--- config.mk ---
export PLATFORM = sky130hd
export DESIGN_NAME = hwmc_regs
export DESIGN_NICKNAME = d
export VERILOG_FILES = /design/src/hwmc_pkg.sv /design/src/hwmc_regs.sv
export SDC_FILE = /design/constraint.sdc
export NUM_CORES = 1
export LEC_CHECK = 0
export CAP_MARGIN = 10
export CORE_UTILIZATION = 60
export DETAILED_ROUTE_END_ITERATION = 8
export DONT_BUFFER_PORTS = 1
export PLACE_DENSITY = 0.82
export SYNTH_ARGS = -nofsm -noshare
export SYNTH_HDL_FRONTEND = slang
export SYNTH_SLANG_ARGS = --single-unit
--- constraint.sdc ---
create_clock -name mclk_i -period 1.8 [get_ports mclk_i]
set_input_delay 0.09 -clock mclk_i [delete_from_list [all_inputs] [get_ports mclk_i]]
set_output_delay 0.09 -clock mclk_i [all_outputs]
set_load 0.01 [all_outputs]
--- src/hwmc_pkg.sv ---
// Purpose: shared constants and carriers for the monitor mode configuration slice
// Assumes: 8-bit register access from the internal SMBus slave register port
// Notes:   offsets and field positions are the hardware's; reset values are zero
package hwmc_pkg;
   localparam logic [7:0] DTV_OFFSET       = 8'h4C;
   localparam logic [7:0] MMC_OFFSET       = 8'h4F;
   localparam logic [7:0] DTV_RESET        = 8'h00;
   localparam logic [7:0] MMC_RESET        = 8'h00;
   localparam logic [7:0] VID_RESET        = 8'h00;
   localparam int         MMC_LOWPWR_BIT   = 0;
   localparam int         MMC_CYCLED_BIT   = 1;
   localparam int         MMC_ALARM_EN_BIT = 2;
   localparam int         MMC_VOLT_EN_BIT  = 3;
   localparam int         MMC_OFS_INT_BIT  = 4;
   localparam int         MMC_FAST_AVG_BIT = 5;
   localparam logic [7:0] MMC_WR_MASK      = 8'h3F;
   localparam logic [7:0] MMC_FIXED_ONES   = 8'h00;
   localparam logic [7:0] AVG_REMOTE_SLOW  = 8'h80;
   localparam logic [7:0] AVG_OTHER_SLOW   = 8'h08;
   localparam logic [7:0] AVG_REMOTE_FAST  = 8'h10;
   localparam logic [7:0] AVG_OTHER_FAST   = 8'h01;

   // role of the shared alarm / address / reset-pulse pin
   typedef enum logic [1:0] {HWMC_PIN_ADDR, HWMC_PIN_RSTPULSE, HWMC_PIN_ALARM} hwmc_pin_t;

   // register access request from the SMBus slave
   typedef struct packed {
      logic       wr;
      logic       rd;
      logic [7:0] addr;
      logic [7:0] wdata;
   } hwmc_req_t;

   // decoded settings handed to the monitor core
   typedef struct packed {
      logic       shutdown;
      logic       cycled;
      logic       ofs_internal;
      logic [7:0] avg_remote;
      logic [7:0] avg_other;
   } hwmc_cfg_t;
endpackage : hwmc_pkg

--- src/hwmc_regs.sv ---
// Purpose: digital test value and monitor mode configuration registers
// Assumes: requests are one-cycle strobes synchronous to mclk_i
// Notes:   read data is registered and valid the cycle after rd
`timescale 1ns/1ps

// Notes on behaviour
// digital test value register is read/write, resets zero, used in digital test
// config bit 0 selects sleep (0) or shutdown (1) low-power state
// config bit 1 selects continuous (0) or cycled (1) monitoring
// config bit 2 set makes shared pin the active-low thermal alarm
// config bit 2 clear gives pin the address or reset-pulse role
// config bit 3 set lets out-of-limit voltages pull the alarm low
// config bit 4 routes temperature offset to external (0) or internal (1)
// bit 5 clear averages 128 remote-diode and 8 other conversions
// bit 5 set averages 16 remote-diode conversions, others unaveraged
// config bits 7:6 are read-only; reserved bits read zero, fixed-one read one
// voltage-id bit 7 picks address-lsb (0) or reset-pulse (1) pin role
// writes to reserved config bits are ignored, fixed read values kept
module hwmc_regs (
   input  wire logic              mclk_i,          // 100 MHz clock
   input  wire logic              rstn_i,          // async reset, active low
   input  wire hwmc_pkg::hwmc_req_t req_i,         // register access request
   input  wire logic              vid_rst_en_i,    // voltage-id bit 7
   input  wire logic              temp_alarm_i,    // temperature out of limit
   input  wire logic              volt_alarm_i,    // voltage out/equal limit
   input  wire logic              addr_lsb_i,      // address lsb pin level
   input  wire logic              rst_pulse_i,     // reset pulse request, high
   output logic [7:0]             rdata_o,         // registered read data
   output logic [7:0]             test_value_o,    // digital test value
   output hwmc_pkg::hwmc_cfg_t    cfg_o,           // decoded settings
   output hwmc_pkg::hwmc_pin_t    pin_role_o,      // role of shared pin
   output logic                   pin_o,           // shared pin drive value
   output logic                   pin_oe_n_o,      // low while pin is driven
   output logic                   smbus_addr_lsb_o // captured address lsb
);

   logic [7:0]          dtv_ff;
   logic [7:0]          mmc_ff;
   logic [7:0]          rdata_ff;
   hwmc_pkg::hwmc_cfg_t cfg_ff;
   hwmc_pkg::hwmc_pin_t pin_role_ff;
   hwmc_pkg::hwmc_pin_t nxt_pin_role;
   logic                pin_ff;
   logic                pin_oe_n_ff;
   logic                addr_lsb_ff;
   logic                nxt_alarm;

   // register read view, reserved bits at fixed values
   function automatic logic [7:0] read_view(input logic [7:0] addr,
                                            input logic [7:0] dtv,
                                            input logic [7:0] mmc);
      logic [7:0] v;
      v = 8'h00;
      if (addr == hwmc_pkg::DTV_OFFSET) begin
         v = dtv;
      end else if (addr == hwmc_pkg::MMC_OFFSET) begin
         v = (mmc & hwmc_pkg::MMC_WR_MASK) | hwmc_pkg::MMC_FIXED_ONES;
      end
      return v;
   endfunction : read_view

   // test value store
   always_ff @(posedge mclk_i or negedge rstn_i) begin
      if (!rstn_i) begin
         dtv_ff <= hwmc_pkg::DTV_RESET;
      end else if (req_i.wr && req_i.addr == hwmc_pkg::DTV_OFFSET) begin
         dtv_ff <= req_i.wdata;
      end
   end

   // reserved bits masked
   always_ff @(posedge mclk_i or negedge rstn_i) begin
      if (!rstn_i) begin
         mmc_ff <= hwmc_pkg::MMC_RESET;
      end else if (req_i.wr && req_i.addr == hwmc_pkg::MMC_OFFSET) begin
         mmc_ff <= req_i.wdata & hwmc_pkg::MMC_WR_MASK;
      end
   end

   // reserved read values
   always_ff @(posedge mclk_i or negedge rstn_i) begin
      if (!rstn_i) begin
         rdata_ff <= 8'h00;
      end else if (req_i.rd) begin
         rdata_ff <= read_view(req_i.addr, dtv_ff, mmc_ff);
      end
   end

   // decoded mode settings
   always_ff @(posedge mclk_i or negedge rstn_i) begin
      if (!rstn_i) begin
         cfg_ff <= '0;
      end else begin
         cfg_ff.shutdown     <= mmc_ff[hwmc_pkg::MMC_LOWPWR_BIT];
         cfg_ff.cycled       <= mmc_ff[hwmc_pkg::MMC_CYCLED_BIT];
         cfg_ff.ofs_internal <= mmc_ff[hwmc_pkg::MMC_OFS_INT_BIT];
         // averaging counts
         if (mmc_ff[hwmc_pkg::MMC_FAST_AVG_BIT]) begin
            cfg_ff.avg_remote <= hwmc_pkg::AVG_REMOTE_FAST;
            cfg_ff.avg_other  <= hwmc_pkg::AVG_OTHER_FAST;
         end else begin
            cfg_ff.avg_remote <= hwmc_pkg::AVG_REMOTE_SLOW;
            cfg_ff.avg_other  <= hwmc_pkg::AVG_OTHER_SLOW;
         end
      end
   end

   // pin role select
   always_comb begin
      if (mmc_ff[hwmc_pkg::MMC_ALARM_EN_BIT]) begin
         nxt_pin_role = hwmc_pkg::HWMC_PIN_ALARM;
      end else if (vid_rst_en_i) begin
         nxt_pin_role = hwmc_pkg::HWMC_PIN_RSTPULSE;
      end else begin
         nxt_pin_role = hwmc_pkg::HWMC_PIN_ADDR;
      end
   end

   // voltage contribution gate
   assign nxt_alarm = temp_alarm_i | (volt_alarm_i & mmc_ff[hwmc_pkg::MMC_VOLT_EN_BIT]);

   // shared pin drive, open-drain style low-active outputs
   always_ff @(posedge mclk_i or negedge rstn_i) begin
      if (!rstn_i) begin
         pin_role_ff <= hwmc_pkg::HWMC_PIN_ADDR;
         pin_ff      <= 1'b1;
         pin_oe_n_ff <= 1'b1;
         addr_lsb_ff <= 1'b0;
      end else begin
         pin_role_ff <= nxt_pin_role;
         unique case (nxt_pin_role)
            hwmc_pkg::HWMC_PIN_ALARM: begin
               pin_ff      <= ~nxt_alarm;   // active-low alarm
               pin_oe_n_ff <= ~nxt_alarm;
            end
            hwmc_pkg::HWMC_PIN_RSTPULSE: begin
               pin_ff      <= ~rst_pulse_i;
               pin_oe_n_ff <= ~rst_pulse_i;
            end
            hwmc_pkg::HWMC_PIN_ADDR: begin
               pin_ff      <= 1'b1;        // pin is an input
               pin_oe_n_ff <= 1'b1;
               addr_lsb_ff <= addr_lsb_i;
            end
         endcase
      end
   end

   assign rdata_o          = rdata_ff;
   assign test_value_o     = dtv_ff;
   assign cfg_o            = cfg_ff;
   assign pin_role_o       = pin_role_ff;
   assign pin_o            = pin_ff;
   assign pin_oe_n_o       = pin_oe_n_ff;
   assign smbus_addr_lsb_o = addr_lsb_ff;

   // checks
   dtv_store_a: assert property (@(posedge mclk_i) disable iff (!rstn_i)
      req_i.wr && req_i.addr == hwmc_pkg::DTV_OFFSET |=> dtv_ff == $past(req_i.wdata))
      else $error("test value not stored");
   lowpwr_map_a: assert property (@(posedge mclk_i) disable iff (!rstn_i)
      ##1 cfg_ff.shutdown == $past(mmc_ff[0]))
      else $error("low-power select wrong");
   cycled_map_a: assert property (@(posedge mclk_i) disable iff (!rstn_i)
      ##1 cfg_ff.cycled == $past(mmc_ff[1]))
      else $error("monitor mode wrong");
   alarm_role_a: assert property (@(posedge mclk_i) disable iff (!rstn_i)
      mmc_ff[2] |=> pin_role_ff == hwmc_pkg::HWMC_PIN_ALARM)
      else $error("alarm role not taken");
   alt_role_a: assert property (@(posedge mclk_i) disable iff (!rstn_i)
      rstn_i && !mmc_ff[2] && !vid_rst_en_i |=> pin_role_ff == hwmc_pkg::HWMC_PIN_ADDR)
      else $error("address role not taken");
   volt_gate_a: assert property (@(posedge mclk_i) disable iff (!rstn_i)
      mmc_ff[2] && !mmc_ff[3] && !temp_alarm_i |=> pin_oe_n_ff)
      else $error("voltage drove alarm while disabled");
   ofs_route_a: assert property (@(posedge mclk_i) disable iff (!rstn_i)
      ##1 cfg_ff.ofs_internal == $past(mmc_ff[4]))
      else $error("offset routing wrong");
   avg_slow_a: assert property (@(posedge mclk_i) disable iff (!rstn_i)
      rstn_i && !mmc_ff[5] |=> cfg_ff.avg_remote == hwmc_pkg::AVG_REMOTE_SLOW &&
         cfg_ff.avg_other == hwmc_pkg::AVG_OTHER_SLOW)
      else $error("slow averaging wrong");
   avg_fast_a: assert property (@(posedge mclk_i) disable iff (!rstn_i)
      mmc_ff[5] |=> cfg_ff.avg_remote == hwmc_pkg::AVG_REMOTE_FAST &&
         cfg_ff.avg_other == hwmc_pkg::AVG_OTHER_FAST)
      else $error("fast averaging wrong");
   rsvd_read_a: assert property (@(posedge mclk_i) disable iff (!rstn_i)
      req_i.rd && req_i.addr == hwmc_pkg::MMC_OFFSET |=> rdata_ff[7:6] == 2'b00)
      else $error("reserved bits read nonzero");
   rst_role_a: assert property (@(posedge mclk_i) disable iff (!rstn_i)
      rstn_i && !mmc_ff[2] && vid_rst_en_i |=> pin_role_ff == hwmc_pkg::HWMC_PIN_RSTPULSE)
      else $error("reset pulse role not taken");
   rsvd_write_a: assert property (@(posedge mclk_i) disable iff (!rstn_i)
      ##1 mmc_ff[7:6] == 2'b00)
      else $error("reserved bits stored");
   alarm_drive_a: assert property (@(posedge mclk_i) disable iff (!rstn_i)
      rstn_i && mmc_ff[2] && temp_alarm_i |=> !pin_ff && !pin_oe_n_ff)
      else $error("temperature alarm not driven low");
   volt_drive_a: assert property (@(posedge mclk_i) disable iff (!rstn_i)
      mmc_ff[2] && mmc_ff[3] && volt_alarm_i |=> !pin_ff && !pin_oe_n_ff)
      else $error("enabled voltage alarm not driven low");
   pulse_drive_a: assert property (@(posedge mclk_i) disable iff (!rstn_i)
      rstn_i && !mmc_ff[2] && vid_rst_en_i && rst_pulse_i |=> !pin_ff && !pin_oe_n_ff)
      else $error("reset pulse not driven low");
   dtv_read_a: assert property (@(posedge mclk_i) disable iff (!rstn_i)
      req_i.rd && req_i.addr == hwmc_pkg::DTV_OFFSET |=> rdata_ff == $past(dtv_ff))
      else $error("test value read wrong");
   addr_hold_a: assert property (@(posedge mclk_i) disable iff (!rstn_i)
      nxt_pin_role != hwmc_pkg::HWMC_PIN_ADDR |=> addr_lsb_ff == $past(addr_lsb_ff))
      else $error("address lsb changed outside address role");
   // cover points for the main scenarios
   cfg_write_c: cover property (@(posedge mclk_i) disable iff (!rstn_i)
      req_i.wr && req_i.addr == hwmc_pkg::MMC_OFFSET ##1 mmc_ff[2]);
   alarm_low_c: cover property (@(posedge mclk_i) disable iff (!rstn_i)
      pin_role_ff == hwmc_pkg::HWMC_PIN_ALARM && !pin_oe_n_ff);
   fast_avg_c: cover property (@(posedge mclk_i) disable iff (!rstn_i)
      cfg_ff.avg_remote == hwmc_pkg::AVG_REMOTE_FAST);
   rst_pulse_c: cover property (@(posedge mclk_i) disable iff (!rstn_i)
      pin_role_ff == hwmc_pkg::HWMC_PIN_RSTPULSE && !pin_oe_n_ff);
   volt_alarm_c: cover property (@(posedge mclk_i) disable iff (!rstn_i)
      mmc_ff[3] && mmc_ff[2] && volt_alarm_i ##1 !pin_oe_n_ff);

endmodule : hwmc_regs

Word level (Yosys, flattened, before mapping)
Index checks and enable logic that the tools add are counted.

storage, ports and cells
  flip-flop bits (word level) = 45
  word-level logic and storage cells = 28

cells by class
  reductions and logical operators = 3
  multiplexer cells = 6
  bitwise gates (word level) = 4
  eq/ne operators = 4

operators by type and width
  cell                                                 count
  equality test 8 x 7 -> 1 bit, second input constant  2
  two-way mux 16 bit                                   1
  two-way mux 8 bit                                    1
  two-way mux 6 bit                                    1
  one-hot mux 1 bit (3 select lines)                   1
  equality test 2 x 1 -> 1 bit, second input constant  1
  equality test 2 bit, second input constant           1
  logical AND 1 bit                                    2
  zero test 2 bit                                      1
  two-way mux 2 bit                                    1
  NOT 1 bit                                            2
  bitwise AND 1 bit                                    1
  two-way mux 1 bit                                    1
  bitwise OR 1 bit                                     1

Depth between registers and ports, before layout
Gate-level depths: netlist of the first run.

  word-level depth = 4
  depth in mapped cells = 5

Worst setup path before layout of the first run
No wires, ideal clock.

  kind = input-to-reg
  start point = input port req_i[15] (netlist bit)
  end point = register mmc_ff[0]
  stages = 4
  path slack = 643 ps
  arrival time = 1032 ps
  setup time = 125 ps
  path buffers = 1
  cells stage by stage = and4b_2 > and4_4 > buf_6 > mux2_4

between the ends
  cells in the longest elaborated chain, start to end = 2

RTL lines
  what                          RTL line         RTL
  start, declared               hwmc_regs.sv:22  input wire hwmc_pkg::hwmc_req_t req_i,
  equality test 8 x 7 -> 1 bit  hwmc_regs.sv:75  end else if (req_i.wr && req_i.addr == hwmc_pkg::MMC_OFFSET) begin
  logical AND 1 bit             hwmc_regs.sv:75
  end signal, assigned          hwmc_regs.sv:74  mmc_ff <= hwmc_pkg::MMC_RESET;
  end signal, assigned          hwmc_regs.sv:76  mmc_ff <= req_i.wdata & hwmc_pkg::MMC_WR_MASK;
  end, declared                 hwmc_regs.sv:38  logic [7:0] mmc_ff;

Every way passes these cells.
A chain may end at the register's enable or synchronous reset.

Final worst setup path of the first run
  start point = register mmc_ff[2]
  end point = register pin_oe_n_ff (netlist: pin_oe_n_o)

between the ends
  cells in the longest elaborated chain, start to end = 3
  elaborated cells on any way between the ends = 5
  classes of those cells = eq/ne: 2; mux: 2; reduce/logical: 1

RTL lines
  what                                                  RTL line          RTL
  two-way mux 2 bit *                                   hwmc_regs.sv:110  if (mmc_ff[hwmc_pkg::MMC_ALARM_EN_BIT]) begin
  net nxt_pin_role[0]                                   hwmc_regs.sv:42   hwmc_pkg::hwmc_pin_t nxt_pin_role;
  equality test 2 x 1 -> 1 bit (tied with other cells)  hwmc_regs.sv:131  unique case (nxt_pin_role)
  one-hot mux 1 bit (3 select lines) *                  hwmc_regs.sv:131
  end signal, assigned                                  hwmc_regs.sv:134  pin_oe_n_ff <= ~nxt_alarm;
  end signal, assigned                                  hwmc_regs.sv:138  pin_oe_n_ff <= ~rst_pulse_i;
  end, declared                                         hwmc_regs.sv:44   logic pin_oe_n_ff;

Mark *: on every way through the listed nets, which the timed path passes. The rest lies on a longest branch.

==> results of run 1 <==
[logic make-up (layout without fill, tap and decap cells)]
family | Yosys count | count (layout) | share of synthesized area, %
simple gates | 18 | 18 | 8.64
mux | 15 | 15 | 14.1
flops | 31 | 31 | 57.1
other cells | 1 | 12 | 0.275
buf+inv | 20 | 25 | 10.8
compound gates | 16 | 16 | 9.19
[layout make-up]
| cell class | instances | area share, % |
|---|---|---|
| Timing Repair Buffer | 15 | 10.6 |
| Clock buffer | 7 | 2.99 |
| Sequential cell | 31 | 51.5 |
| Multi-Input combinational cell | 61 | 31.8 |
| Clock inverter | 1 | 0.332 |
| Inverter | 2 | 0.498 |
| Tap cell | 27 | 2.24 |
[critical path, cell delays in order, from the launching register on]
cell and delay (ps):
dfrtp_1 450, nor2b_1 170, a22oi_1 110, dlygate4sd3_1 570
[final timing paths]
path	from	endpoint	slack [ps]	cells past startpoint
min reg2reg	mmc_ff[0]	cfg_o[18]	420	0
min	vid_rst_en_i	smbus_addr_lsb_o	20	2
max	mmc_ff[2]	pin_oe_n_o	440	3
max reg2reg	mmc_ff[2]	pin_oe_n_o	440	3
max in group asynchronous	rstn_i	pin_oe_n_o	1380	2
min in group asynchronous	rstn_i	mmc_ff[4]	190	2
[power by group through the flow]
| stage | Combinational (W) | Clock [W] | Sequential (W) |
|---|---|---|---|
| global placement | 0.0000552 | 0 | 0.000767 |
| global route | 0.000114 | 0.000420 | 0.000759 |
| CTS | 0.000102 | 0.000396 | 0.000755 |
| detailed placement | 0.0000571 | 0 | 0.000769 |
| finish | 0.000102 | 0.000381 | 0.000755 |
| floorplan | 0.0000798 | 0 | 0.000760 |
[per-stage QoR]
step / hold WS, ps / area (µm²)
2_1_floorplan: -206 / 1400
3_3_place_gp: -205 / 1300
3_5_place_dp: -205 / 1300
4_1_cts: 8.26 / 1510
5_1_grt: 32.8 / 1510
6_report: 19.3 / 1510
[state kept, by name (all words and copies together) (netlist names)]
register / count
cfg_o: 5
rdata_o: 8
smbus_addr_lsb_o: 1
pin_oe_n_o: 1
mmc_ff: 6
test_value_o: 8
pin_role_o: 2
[placed cells by master (no fill, tap or decap), drive strengths merged]
cell type,Yosys,routed
nand2,7,7
and4,1,1
a22oi,7,7
nand4,1,1
a41o,2,2
mux2,15,15
and2,2,2
conb,1,12
and4b,1,1
dfrtp,30,30
dlygate4sd3,0,14
a21o,1,1
buf,18,1
clkinv,0,1
inv,2,2
o31ai,6,6
nor2,3,3
clkbuf,0,7
nor2b,3,3
dfstp,1,1
[metal layers]
metal  wire (µm)  vias up  GRT usage [%]  share of wire, %
met1         959      388           26.7                40
met3         201        5           10.5               8.4
met5           0        -              0                 0
met2        1170       41           35.6                49
li1            -      361              -                 -
met4          47        0           10.0               2.0
[timing repair]
action                    CTS  global route
hold endpoints to repair   50             0
setup buffers               0             0
hold buffers               15             0
gates resized for setup     0             0
==> flow_metrics.env, run 1 <==
export IMPL_fin_ws_ps=438
export IMPL_required_ps=2060
export IMPL_die_w_um=49.6
export IMPL_dp_hpwl_mm=1.53
export IMPL_tritoncts="done"
export IMPL_cp_start_kind="flop"
export IMPL_gp_congestion=0.673
export IMPL_diodes=0
export IMPL_status="complete, no violations"
export IMPL_power_switching_w=0.000313
export IMPL_max_freq_ghz=0.734
export IMPL_ctsHtreeMaxLevel=2
export IMPL_p_int_w=0.000925
export IMPL_fin_cells=144
export IMPL_root_buffer="clkbuf_4"
export IMPL_hp_class="input pin to flop"
export IMPL_combPwrFrac_pct=8.3
export IMPL_cp_arrival_ps=1620
export IMPL_rows=16
export IMPL_die_area_um2=2460
export IMPL_maxSlewViolCount=0
export IMPL_numPortBuffers=0
export IMPL_drtIter0Drc=10
export IMPL_yosysWarnings=0
export IMPL_netlist_top_cells_area="dfrtp_1 (55%), buf_4 (8.3%), mux2_2 (7.4%)"
export IMPL_grt_pass1_wl_mm=3.89
export IMPL_ff_latch_area_um2=777
export IMPL_dr_pass1_iters=4
export IMPL_place_ws_ps=630
export IMPL_overflow=0
export IMPL_drtAntennaViolNets=0
export IMPL_drv_cap=0
export IMPL_post_route_drc_count=0
export IMPL_cts_buffers=5
export IMPL_wl_per_cell_um=16.5
export IMPL_ir_worst_vdd_uv=609
export IMPL_via_per_inst=5.52
export IMPL_area_growth_pct=10.8
export IMPL_crit_type="flop to flop"
export IMPL_placed_cells=121
export IMPL_finalSetupTns_ps=0
export IMPL_synth_top_cell_area_share_pct=55.1
export IMPL_cts_buffer_depth=2
export IMPL_synth_main_ff_cell="dfrtp_1"
export IMPL_postSynthCellCount=101
export IMPL_core_um2=2040
export IMPL_routed_wirelength_mm=2.38
export IMPL_ioPinCount=65
export IMPL_clk_pin_slew_ps=90
export IMPL_netlist_top_cells_count="dfrtp_1 (30), buf_4 (15), mux2_2 (9)"
export IMPL_finalCritPeriodShare_pct=75.7
export IMPL_nFillCells=147
export IMPL_synth_edf_count=0
export IMPL_start_util_pct=66.7
export IMPL_critPathMaxFanout=6
export IMPL_fin_crit_ps=1360
export IMPL_drive_gt1_share_pct=23.9
export IMPL_via_count=795
export IMPL_critPathCaptureType="flop"
export IMPL_yosysSeqAreaShare_pct=57.1
export IMPL_swShare_pct=25.3
export IMPL_grt_pass1_vias=786
export IMPL_seqPwrFrac_pct=60.9
export IMPL_multi_input_area_um2=479
export IMPL_clock_sinks=31
export IMPL_ys_types=22
export IMPL_power_density_nw_per_um2=821
export IMPL_synth_area_leader_cell="dfrtp_1"
export IMPL_grt_total_usage_pct=22.7
export IMPL_p_leak_nw=0.729
export IMPL_antenna_found_initial=0
export IMPL_synth_seq_cells=31
export IMPL_rsz0062_at_grt="no"
export IMPL_setup_viol=0
export IMPL_synth_async_sr_flop_share_pct=100
export IMPL_fin_skew_ps=7.10
export IMPL_finalNetCount=141
export IMPL_final_hold_viol_count=0
export IMPL_synth_area_um2=1360
export IMPL_synth_most_common_cell="dfrtp_1"
export IMPL_total_power_w=0.00124
export IMPL_post_route_util_pct=73.8
export IMPL_die_h_um=49.6
export IMPL_clkLatencyLatePin_ps=330
export IMPL_avgSynthCellArea_um2=13.5
export IMPL_p_clk_share_pct=30.8
export IMPL_grt_max_degree=32
Note: power is estimated with default switching activity, not from simulation.
==> run 2: changes to the inputs <==
--- a/config.mk
+++ b/config.mk
@@ -5,6 +5,7 @@
 export SDC_FILE = /design/constraint.sdc
 export NUM_CORES = 1
 export LEC_CHECK = 0
+export ABC_AREA = 1
 export CAP_MARGIN = 10
 export CORE_UTILIZATION = 60
 export DETAILED_ROUTE_END_ITERATION = 8
==> constraint.sdc (replaced) <==
create_clock -name mclk_i -period 1.4 [get_ports mclk_i]
set_input_delay 0.07 -clock mclk_i [delete_from_list [all_inputs] [get_ports mclk_i]]
set_output_delay 0.07 -clock mclk_i [all_outputs]
set_load 0.01 [all_outputs]
==> run 2 against run 1 <==
Compared with the run above:
- flip-flop and latch count is the same
- cell count up 38%
- synthesized area grew 7.4%
- total power is 29% higher
- register-to-register slack lost 30 ps
- non-clock buffer count up 2
- global-route usage increased by 0.33 points
- sequential power rose by 29%
- critical path depth decreased by 1
- clock power increased by 25%
- synthesized cell count increased by 51%
- sequential share of layout area decreased by 3.5 points
==> flow_metrics.env, run 2 <==
export IMPL_area_growth_pct=10.9
export IMPL_status="complete, no violations"
export IMPL_synth_edf_count=0
export IMPL_finalSetupTns_ps=0
export IMPL_yosysSeqAreaShare_pct=53.1
export IMPL_avgSynthCellArea_um2=9.56
export IMPL_synth_main_ff_cell="dfrtp_1"
export IMPL_cp_arrival_ps=1210
export IMPL_die_h_um=51.4
export IMPL_cp_start_kind="flop"
export IMPL_core_um2=2250
export IMPL_numPortBuffers=0
export IMPL_root_buffer="clkbuf_4"
export IMPL_max_freq_ghz=1.01
export IMPL_ys_types=20
export IMPL_cts_setup_buffers=0
export IMPL_die_w_um=51.4
export IMPL_layout_commonest_cell="nand2_1"
export IMPL_ctsHtreeMaxLevel=2
export IMPL_grt_max_degree=32
export IMPL_cts_buffers=5
export IMPL_grt_pass1_wl_mm=4.31
export IMPL_dp_hpwl_mm=1.81
export IMPL_postSynthCellCount=153
export IMPL_die_area_um2=2640
export IMPL_final_hold_viol_count=0
export IMPL_grt_total_usage_pct=23.1
export IMPL_yosysWarnings=0
export IMPL_path_delay_family="flip-flops"
export IMPL_fin_crit_ps=994
export IMPL_netlist_top_cells_area="dfrtp_1 (51%), nand2_1 (12%), o21ai_2 (8.4%)"
export IMPL_synth_top_cell_area_share_pct=51.3
export IMPL_crit_buf_inv=0
export IMPL_antenna_found_initial=0
export IMPL_required_ps=1620
export IMPL_post_route_util_pct=71.9
export IMPL_clock_sinks=31
export IMPL_synth_area_um2=1460
export IMPL_crit_type="flop to flop"
export IMPL_tritoncts="done"
export IMPL_critPathMaxFanout=6
export IMPL_critPathCaptureType="flop"
export IMPL_clkLatencyLatePin_ps=320
export IMPL_via_count=994
export IMPL_crit_chain="nor2_1 > mux2_2"
export IMPL_gp_congestion=0.770
export IMPL_ioPinCount=65
export IMPL_finalNetCount=194
export IMPL_synth_most_common_cell="nand2_1"
export IMPL_synth_async_sr_flop_share_pct=100
export IMPL_grt_pass1_vias=991
export IMPL_routed_wirelength_mm=2.73
export IMPL_drv_cap=0
export IMPL_rows=17
export IMPL_overflow=0
export IMPL_synth_seq_cells=31
export IMPL_drtAntennaViolNets=0
export IMPL_fin_skew_ps=10.0
export IMPL_finalCritPeriodShare_pct=71.0
export IMPL_mostFrequentLayoutCells="nand2_1 (45), dfrtp_1 (29), inv_1 (16), dlygate4sd3_1 (15), o21ai_2 (14)"
export IMPL_start_util_pct=64.9
export IMPL_power_density_nw_per_um2=986
export IMPL_slowest_delay_ps=450
export IMPL_cp_slowest_cell="dfrtp_2"
export IMPL_rsz0062_at_grt="no"
export IMPL_netlist_top_cells_count="nand2_1 (45), dfrtp_1 (30), buf_4 (16), inv_1 (16), o21ai_2 (14)"
export IMPL_drtIter0Drc=7
export IMPL_via_per_inst=5.02
export IMPL_clk_pin_slew_ps=90
export IMPL_cts_buffer_depth=2
export IMPL_synth_area_leader_cell="dfrtp_1"
export IMPL_p_leak_nw=0.837
export IMPL_drive_gt1_share_pct=19.4
export IMPL_wl_per_cell_um=13.8
export IMPL_maxSlewViolCount=0
export IMPL_dr_pass1_iters=4
export IMPL_ir_worst_vdd_uv=697
export IMPL_setup_viol=0
export IMPL_diodes=0
export IMPL_post_route_drc_count=0
export IMPL_hp_class="input pin to flop"
-- run 2: changes by cell type after synthesis, moves of 2 or more --
cell     previous run  this run
nand3_1             0        12
a41o_1              2         0
nand2_1             7        45
nor2_4              0         3
o21ai_2             0        14
nor2b_1             3         0
o31ai_1             6         0
mux2_2              9         1
inv_1               2        16
mux2_4              6         0
nand2_2             0         3
a22oi_1             7         1
-- run 2: what timing repair did --
item,CTS,global route
resized for setup,0,1
hold endpoints to repair,56,1
setup endpoints to repair,0,1
hold buffers,15,2
-- run 2: worst paths after layout --
check                      cells after the start  slack (ps)          endpoint  startpoint
setup / recovery                               2         410  smbus_addr_lsb_o   mmc_ff[2]
hold / removal                                 2          50   test_value_o[6]   req_i[17]
setup reg to reg                               2         410  smbus_addr_lsb_o   mmc_ff[2]
hold reg to reg                                0         430         cfg_o[17]   mmc_ff[1]
max in group asynchronous                      2         960        pin_oe_n_o      rstn_i
min in group asynchronous                      2         210        rdata_o[6]      rstn_i
-- run 2: cell type report --
cell class / instances / area, µm²
Inverter: 16 / 60.1
Clock buffer: 7 / 45.0
Fill cell: 184 / 633
Timing Repair Buffer: 17 / 178
Tap cell: 28 / 35.0
Sequential cell: 31 / 778
Multi-Input combinational cell: 98 / 520
Clock inverter: 1 / 5.00
-- run 2: metrics by stage --
step | power, W | std cells | instance area, µm² | hold slack, ps | setup slack, ps
after floorplan | 0.00110 | 164 | 1500 | -226 | 456
after global placement | 0.00107 | 174 | 1400 | -225 | 413
after detailed placement | 0.00108 | 174 | 1400 | -225 | 403
after CTS | 0.00161 | 197 | 1610 | 41.3 | 48.3
after global routing | 0.00167 | 198 | 1620 | 44.1 | 359
final | 0.00160 | 198 | 1620 | 45.6 | 406
-- run 2: cell families after synthesis --
group / Yosys count / share of synthesized area, %
AND/OR/NAND/NOR: 67 / 21.6
AO/OA/AOI/OAI: 18 / 10.1
multiplexers: 1 / 0.770
buffers and inverters: 35 / 14.1
flip-flops: 31 / 53.1
other: 1 / 0.256
-- run 2: layer usage --
metal / wire length (µm) / part of all wire [%] / up-vias / GRT usage [%]
met3: 186 / 6.8 / 4 / 9.52
met1: 1030 / 38 / 467 / 26.8
li1: - / - / 484 / -
met5: 0 / 0 / - / 0
met2: 1500 / 55 / 39 / 37.7
met4: 23 / 0.84 / 0 / 9.01
-- run 2: power by group --
group | internal [W] | switching, W | leakage, nW
sequential | 0.000929 | 0.0000432 | 0.415
combinational | 0.0000619 | 0.0000880 | 0.392
clock | 0.000195 | 0.000282 | 0.0293
